`src/common/exec_pkg.sv`:
```
// constants for the table-write / xor / test-skip execution block
// assumes a 16-bit instruction word and four phases per instruction cycle
package exec_pkg;
	localparam int PTR_W = 21;
	localparam int HOLD_N = 8;
	localparam int HOLD_SEL_W = 3;
	localparam logic [15:0] TABLE_WR_MASK = 16'hFFFC;
	localparam logic [15:0] TABLE_WR_CODE = 16'h000C;
	localparam logic [15:0] XORL_MASK = 16'hFF00;
	localparam logic [15:0] XORL_CODE = 16'h0A00;
	localparam logic [15:0] XORF_MASK = 16'hFC00;
	localparam logic [15:0] XORF_CODE = 16'h1800;
	localparam logic [15:0] TSTZ_MASK = 16'hFE00;
	localparam logic [15:0] TSTZ_CODE = 16'h6600;
	localparam logic [1:0] MODE_KEEP = 2'h0;
	localparam logic [1:0] MODE_POST_INC = 2'h1;
	localparam logic [1:0] MODE_POST_DEC = 2'h2;
	localparam logic [1:0] MODE_PRE_INC = 2'h3;
	localparam int BIT_ACCESS = 8;
	localparam int BIT_DEST = 9;
	localparam logic [3:0] ACCESS_BANK = 4'h0;
	localparam logic [1:0] PH_Q1 = 2'h0;
	localparam logic [1:0] PH_Q2 = 2'h1;
	localparam logic [1:0] PH_Q4 = 2'h3;
	localparam logic [PTR_W-1:0] PTR_RESET = 21'h000000;
	localparam logic [7:0] W_RESET = 8'h00;
	localparam logic [7:0] BYTE_RESET = 8'h00;
endpackage : exec_pkg

```
`src/verilog/phase_gen.sv`:
```
// four-phase generator for the instruction cycle
// assumes one ref_clk edge per phase
`timescale 1ns/1ns
module phase_gen (
	input wire logic ref_clk,
	input wire logic rst_n,
	input wire logic clk_en,
	output logic [1:0] phase,
	output logic cycle_end
);
	logic [1:0] phase_r;
	logic [1:0] phase_nxt;

	always_comb begin
		phase_nxt = phase_r + 2'h1;
	end

	always_ff @(posedge ref_clk or negedge rst_n) begin
		if (!rst_n) begin
			phase_r <= exec_pkg::PH_Q1;
		end else if (clk_en) begin
			phase_r <= phase_nxt;
		end
	end

	assign phase = phase_r;
	assign cycle_end = clk_en && (phase_r == exec_pkg::PH_Q4);
endmodule : phase_gen

```
`src/verilog/table_write_xor_skip_exec.sv`:
```
// execution logic for table write, xor literal/register and test-skip-zero
// assumes the fetch unit holds instr stable over a whole cycle and that the
// register file returns file_rd_data combinationally for file_addr
//
// Overview of operation
// - table write low two bits pick keep, post-inc, post-dec or pre-inc
// - table write copies latch into holding register picked by pointer[2:0]
// - table pointer is 21 bits, byte addressed, 2-Mbyte range
// - pointer bit 0 low selects low byte, high selects high byte
// - test skip reads register; zero discards fetched next instruction
// - test skip: one cycle, two if skipping, three over two-word instruction
// - access bit 0 forces access bank; 1 uses bank select register
// - xor literal puts working register xor literal into working register
// - xor register writes to working register if d=0, else to file
// - xors set only negative and zero; others leave flags alone
`timescale 1ns/1ns
module table_write_xor_skip_exec #(
	parameter int PTR_W = exec_pkg::PTR_W,
	parameter int HOLD_N = exec_pkg::HOLD_N
) (
	input wire logic ref_clk,
	input wire logic rst_n,
	input wire logic clk_en,
	input wire logic [15:0] instr,
	input wire logic next_two_word,
	input wire logic [7:0] table_latch,
	input wire logic [3:0] bank_select_reg,
	input wire logic [7:0] file_rd_data,
	output logic [11:0] file_addr,
	output logic [7:0] file_wr_data,
	output logic file_wr_en,
	output logic [7:0] w_reg,
	output logic neg_flag,
	output logic zero_flag,
	output logic [PTR_W-1:0] table_pointer,
	output logic [7:0] hold_data [HOLD_N],
	output logic [1:0] phase,
	output logic flush_next,
	output logic busy,
	output logic byte_high_sel
);
	typedef enum logic [3:0] {
		ST_EXEC = 4'h1,
		ST_TABLE_WR2 = 4'h2,
		ST_SKIP1 = 4'h4,
		ST_SKIP2 = 4'h8
	} state_t;

	function automatic logic match(input logic [15:0] v,
		input logic [15:0] m, input logic [15:0] c);
		match = (v & m) == c;
	endfunction : match

	function automatic logic [PTR_W-1:0] step(input logic [PTR_W-1:0] p,
		input logic up);
		step = up ? PTR_W'(p + 1'b1) : PTR_W'(p - 1'b1);
	endfunction : step

	logic cycle_end;
	state_t state_r, state_nxt;
	logic [PTR_W-1:0] ptr_r, ptr_nxt;
	logic [7:0] w_r, w_nxt;
	logic neg_r, neg_nxt, zero_r, zero_nxt;
	logic [1:0] mode_r, mode_nxt;
	logic [7:0] latch_cap_r, latch_cap_nxt;
	logic [7:0] hold_r [HOLD_N];
	logic hold_we;
	logic [exec_pkg::HOLD_SEL_W-1:0] hold_sel;
	logic is_table_wr, is_xorl, is_xorf, is_tstz;
	logic [7:0] xor_res;

	phase_gen u_phase (
		.ref_clk(ref_clk),
		.rst_n(rst_n),
		.clk_en(clk_en),
		.phase(phase),
		.cycle_end(cycle_end)
	);

	////////////////////////////////////////////////////////////////////////
	// decode

	always_comb begin
		is_table_wr = match(instr, exec_pkg::TABLE_WR_MASK,
			exec_pkg::TABLE_WR_CODE);
		is_xorl = match(instr, exec_pkg::XORL_MASK, exec_pkg::XORL_CODE);
		is_xorf = match(instr, exec_pkg::XORF_MASK, exec_pkg::XORF_CODE);
		is_tstz = match(instr, exec_pkg::TSTZ_MASK, exec_pkg::TSTZ_CODE);
		// a=0 ignores the bank register
		file_addr = {instr[exec_pkg::BIT_ACCESS] ? bank_select_reg
			: exec_pkg::ACCESS_BANK, instr[7:0]};
		xor_res = is_xorl ? (w_r ^ instr[7:0])
			: (w_r ^ file_rd_data);
		file_wr_data = xor_res;
		file_wr_en = clk_en && state_r == ST_EXEC && is_xorf
			&& instr[exec_pkg::BIT_DEST] && phase == exec_pkg::PH_Q4;
	end

	////////////////////////////////////////////////////////////////////////
	// sequencer, pointer, working register and flags

	always_comb begin
		state_nxt = state_r;
		ptr_nxt = ptr_r;
		w_nxt = w_r;
		neg_nxt = neg_r;
		zero_nxt = zero_r;
		mode_nxt = mode_r;
		latch_cap_nxt = latch_cap_r;
		hold_we = 1'b0;
		case (state_r)
		ST_EXEC: begin
			if (cycle_end) begin
				if (is_table_wr) begin
					mode_nxt = instr[1:0];
					state_nxt = ST_TABLE_WR2;
					if (instr[1:0] == exec_pkg::MODE_PRE_INC) begin
						ptr_nxt = step(ptr_r, 1'b1);
					end
				end else if (is_tstz && file_rd_data == 8'h00) begin
					state_nxt = ST_SKIP1;
				end else if (is_xorl ||
					(is_xorf && !instr[exec_pkg::BIT_DEST])) begin
					w_nxt = xor_res;
				end
				if (is_xorl || is_xorf) begin
					neg_nxt = xor_res[7];
					zero_nxt = xor_res == 8'h00;
				end
			end
		end
		ST_TABLE_WR2: begin
			if (clk_en && phase == exec_pkg::PH_Q2) begin
				latch_cap_nxt = table_latch;
			end
			if (cycle_end) begin
				hold_we = 1'b1;
				state_nxt = ST_EXEC;
				case (mode_r)
				exec_pkg::MODE_POST_INC: ptr_nxt = step(ptr_r, 1'b1);
				exec_pkg::MODE_POST_DEC: ptr_nxt = step(ptr_r, 1'b0);
				default: ptr_nxt = ptr_r;
				endcase
			end
		end
		ST_SKIP1: begin
			// second word of a two-word instruction is also swallowed
			if (cycle_end) begin
				state_nxt = next_two_word ? ST_SKIP2 : ST_EXEC;
			end
		end
		ST_SKIP2: begin
			if (cycle_end) begin
				state_nxt = ST_EXEC;
			end
		end
		default: begin
			state_nxt = ST_EXEC;
		end
		endcase
	end

	assign hold_sel = ptr_r[exec_pkg::HOLD_SEL_W-1:0];

	always_ff @(posedge ref_clk or negedge rst_n) begin
		if (!rst_n) begin
			state_r <= ST_EXEC;
			ptr_r <= exec_pkg::PTR_RESET;
			w_r <= exec_pkg::W_RESET;
			neg_r <= 1'b0;
			zero_r <= 1'b0;
			mode_r <= exec_pkg::MODE_KEEP;
			latch_cap_r <= exec_pkg::BYTE_RESET;
		end else if (clk_en) begin
			state_r <= state_nxt;
			ptr_r <= ptr_nxt;
			w_r <= w_nxt;
			neg_r <= neg_nxt;
			zero_r <= zero_nxt;
			mode_r <= mode_nxt;
			latch_cap_r <= latch_cap_nxt;
		end
	end

	// capture uses the Q2 copy so a late latch change cannot leak in
	always_ff @(posedge ref_clk or negedge rst_n) begin
		if (!rst_n) begin
			for (int i = 0; i < HOLD_N; i++) begin
				hold_r[i] <= exec_pkg::BYTE_RESET;
			end
		end else if (clk_en && hold_we) begin
			hold_r[hold_sel] <= latch_cap_r;
		end
	end

	assign table_pointer = ptr_r;
	assign byte_high_sel = ptr_r[0];
	assign w_reg = w_r;
	assign neg_flag = neg_r;
	assign zero_flag = zero_r;
	assign hold_data = hold_r;
	assign flush_next = state_r == ST_SKIP1 || state_r == ST_SKIP2;
	assign busy = state_r != ST_EXEC;
endmodule : table_write_xor_skip_exec

```
`config.mk`:
```
export PLATFORM = sky130hd
export DESIGN_NAME = table_write_xor_skip_exec
export DESIGN_NICKNAME = d
export VERILOG_FILES = /design/src/common/exec_pkg.sv /design/src/verilog/phase_gen.sv /design/src/verilog/table_write_xor_skip_exec.sv
export SDC_FILE = /design/constraint.sdc
export NUM_CORES = 1
export LEC_CHECK = 0
export BUFFER_PORTS_ARGS = -buffer_cell sky130_fd_sc_hd__buf_2
export CAP_MARGIN = 40
export CELL_PAD_IN_SITES_DETAIL_PLACEMENT = 1
export CELL_PAD_IN_SITES_GLOBAL_PLACEMENT = 2
export CORE_ASPECT_RATIO = 1.5
export CORE_MARGIN = 2
export CORE_UTILIZATION = 31
export CTS_BUF_LIST = sky130_fd_sc_hd__clkbuf_2 sky130_fd_sc_hd__clkbuf_4 sky130_fd_sc_hd__clkbuf_8
export CTS_CLUSTER_SIZE = 25
export DETAILED_ROUTE_END_ITERATION = 7
export PLACE_DENSITY = 0.8
export SYNTH_ARGS = -nofsm -noshare
export SYNTH_HDL_FRONTEND = slang
export SYNTH_SLANG_ARGS = --single-unit
```
`constraint.sdc`:
```
create_clock -name ref_clk -period 2.2 [get_ports ref_clk]
set_input_delay 0.44 -clock ref_clk [delete_from_list [all_inputs] [get_ports ref_clk]]
set_output_delay 0.44 -clock ref_clk [all_outputs]
set_load 0.005 [all_outputs]
```
==> flow_summary.yaml <==
global_routing:
  gr-total-overflow: 0
  grt_start_max_net_pins: 51
  antenna_found_initial: 0
  grt_pass1_wl_um: 28900
  grt_pass1_vias: 5415
  track_usage_pct: 18.8
yosys:
  synth_fa_ha_area_share_pct: 1.09
  synth_top_family_by_area: "simple AND/OR/NAND/NOR gates"
  synth_area_sq_um: 5760
  synth_compound_area_share_pct: 8.28
  synthArstFlopShare_pct: 100
  synth_ff_type: "dfrtp_1"
  synth_cell_type_count: 57
  avgSynthCellArea_sq_um: 11.5
  ys_top_cells_by_area: "dfrtp_1 (48%), mux2_1 (9.8%), mux2_2 (4.7%), xor2_1 (4.3%), mux2i_1 (2.1%)"
  synth_area_leader_cell: "dfrtp_1"
  synth_warnings: 0
  yosys.area_share.simple_pct: 16.9
  syn_nets: 546
  synth_mux_area_share_pct: 16.6
  synth_xor_area_share_pct: 4.72
  synth_edf_count: 0
  syn-instance-count: 501
  ys_seq_area_share_pct: 48.3
  synth-seq-cells: 111
  synth_top_area_share_pct: 47.8
routing:
  dr_total_vias: 4925
  dr.first_iter.drc_count: 128
  viasPerCell: 5.11
  drcViolationCount: 0
  wl_per_cell_um: 18.9
  drtAntennaViolNets: 0
  dr.pass1.iters: 4
  wl_um: 18200
run_status:
  failed_checks: "negative setup slack"
  run_status: "finished with violations"
finish:
  largest_reg_flops: 64
  diodes: 0
  area_growth_pct: 33.2
  final_area_sq_um: 7670
  drive_gt1_share_pct: 44.0
  fin_util_pct: 41.7
  fin_nets: 752
placement:
  placed_cell_area_sq_um: 7200
  dp_hpwl_um: 13800
  preCtsSetupSlack_ns: -0.134
  gp_congestion: 0.870
  portBuffers: 160
power_and_ir_drop:
  powerDensity_nw_per_um2: 649
  irDropWorstVdd_mv: 0.359
  p_leak_nw: 4.09
sta:
  fin_skew_ns: 0.0137
  finalSetupViolations: 7
  fin_crit_sh_pct: 104
  maxSlewViolCount: 0
  tightest_slew_ns: 0.451
  hold_viol: 0
  layout_setup_ws_ns: -0.0772
  fmax_ghz: 0.439
  hold_ws_ns: 0.272
  slew_headroom_pct: 69.9
  period_needed_ns: 2.28
  rsz0062_at_grt: "true"
die:
  start_util_pct: 31.3
  die_h_um: 171
  die_w_um: 115
  die_area_sq_um: 19700
  core_area_sq_um: 18400
  ios: 161
  fp-row-count: 61
cts:
  clk_path_buf_depth: 2
  cts_htree_levels: 3
  cts_sinks: 111
  clk_latency_ns: 0.41
  clk_pin_slew_worst_paths_ns: 0.12
  cts-root-buf: "clkbuf_8"
  cts_tree: "built"
  numCtsBuffers: 9
worst_setup_path:
  cp_common_cell: "buf_4"
  cp_top_family: "simple AND/OR/NAND/NOR gates"
  cp-start-kind: "flip-flop"
  cp.buffers_inverters: 3
  worstPathArrival_ns: 2.61
  cpMaxStageDelayCell: "or4b_1"
  worstPathRequired_ns: 2.54
  path_class: "reg -> reg"
  cp-end-kind: "flip-flop"
  critPathMaxStageDelay_ns: 0.59
  crit_chain: "buf_4 -> or4b_1 -> buf_4 -> nor2_1 -> buf_4 -> nand4b_1 -> a211oi_2 -> xor2_1"
  crit_fanout: 7
hold_path:
  min-delay-path-class: "in -> reg"
run:
  cap_viol_max_count: 0
==> worst reg2reg max path, cell delays in order (launching register included) <==
cell,delay [ns]
dfrtp_1,0.43
buf_4,0.18
or4b_1,0.59
buf_4,0.19
nor2_1,0.09
buf_4,0.17
nand4b_1,0.18
a211oi_2,0.25
xor2_1,0.15
==> synth_stat cells (6+ instances only) <==
cell type  number
and2_1          9
a311oi_1        8
xor2_1         28
and3_1          6
a211oi_1       15
nor2b_1        11
mux2i_1        12
nand2b_1       18
nand3_1        12
a2111oi_0       9
nand4_1        15
dfrtp_1       110
or3_1           6
nor2_1         24
mux2_2         24
buf_4          11
nor3_1         15
nand2_1        10
mux2_1         50
inv_1          17
a211o_1         9
clkbuf_1       16
a21oi_1         6
==> cell type report <==
cell class / instances / area [sq um]
Clock buffer: 9 / 124
Clock inverter: 7 / 70.1
Fill cell: 2072 / 10700
Inverter: 17 / 63.8
Multi-Input combinational cell: 341 / 2910
Sequential cell: 111 / 2790
Tap cell: 252 / 315
Timing Repair Buffer: 227 / 1400
==> layout by cell type (no fill, tap or decap), types with 15 or more instances in the layout <==
| cell | instances |
|---|---|
| buf_2 | 157 |
| nand2b_1 | 18 |
| mux2_1 | 50 |
| inv_1 | 16 |
| xor2_1 | 28 |
| nor2_1 | 20 |
| mux2_2 | 24 |
| buf_4 | 59 |
| dfrtp_1 | 104 |
| nand4_1 | 15 |
==> worst paths after layout <==
path,startpoint,to,slack [ns],cells past startpoint
max in group asynchronous,rst_n,hold_data[46]$_DFFE_PN0P_,1.07,3
setup reg to reg,state_r[3]$_DFFE_PN0P_,table_pointer[15]$_DFFE_PN0P_,-0.08,8
hold / removal,table_latch[5],latch_cap_r[5]$_DFFE_PN0P_,0.27,2
hold reg to reg,table_pointer[20]$_DFFE_PN0P_,table_pointer[20]$_DFFE_PN0P_,0.49,1
min in group asynchronous,rst_n,table_pointer[15]$_DFFE_PN0P_,0.50,2
setup / recovery,state_r[3]$_DFFE_PN0P_,table_pointer[15]$_DFFE_PN0P_,-0.08,8
==> routing by layer <==
metal  wire length, um  global-route usage (%)  up-vias
li1                  -                       -     2241
met1              6930                    20.5     2507
met2              9980                    35.3      149
met3               903                    3.93       28
met4               390                    6.71        0
met5                 0                       0        -
==> cell families after synthesis <==
group	count (synthesis)
AOI/OAI and AO/OA	60
xor gates and xnor gates	31
adders and majority gates	5
buffers and inverters	49
DFF	111
muxes	86
and+or+nand+nor	159
==> timing repair <==
action / CTS / global route
setup endpoints to repair: 23 / 39
hold endpoints to repair: 23 / 0
buffers inserted: 4 / 5
hold buffers: 1 / 0
pin swaps: 5 / 8
gates resized for setup: 18 / 32
==> stage by stage <==
step	power, mW	TNS, ns	instances
final	4.98	-0.208	964
after global routing	5.26	-1.31	964
after CTS	4.97	-0.114	959
after detailed placement	3.67	-1.43	938
after global placement	3.61	-0.127	938
after floorplan	2.97	-0.0245	501
==> report_power, final <==
group          total, mW  internal (mW)  switching [mW]
logic               1.27          0.582           0.692
clock network       1.25          0.446           0.800
registers           2.46           2.18           0.275
total               4.98           3.21            1.77
(Power assumes the default switching activity.)
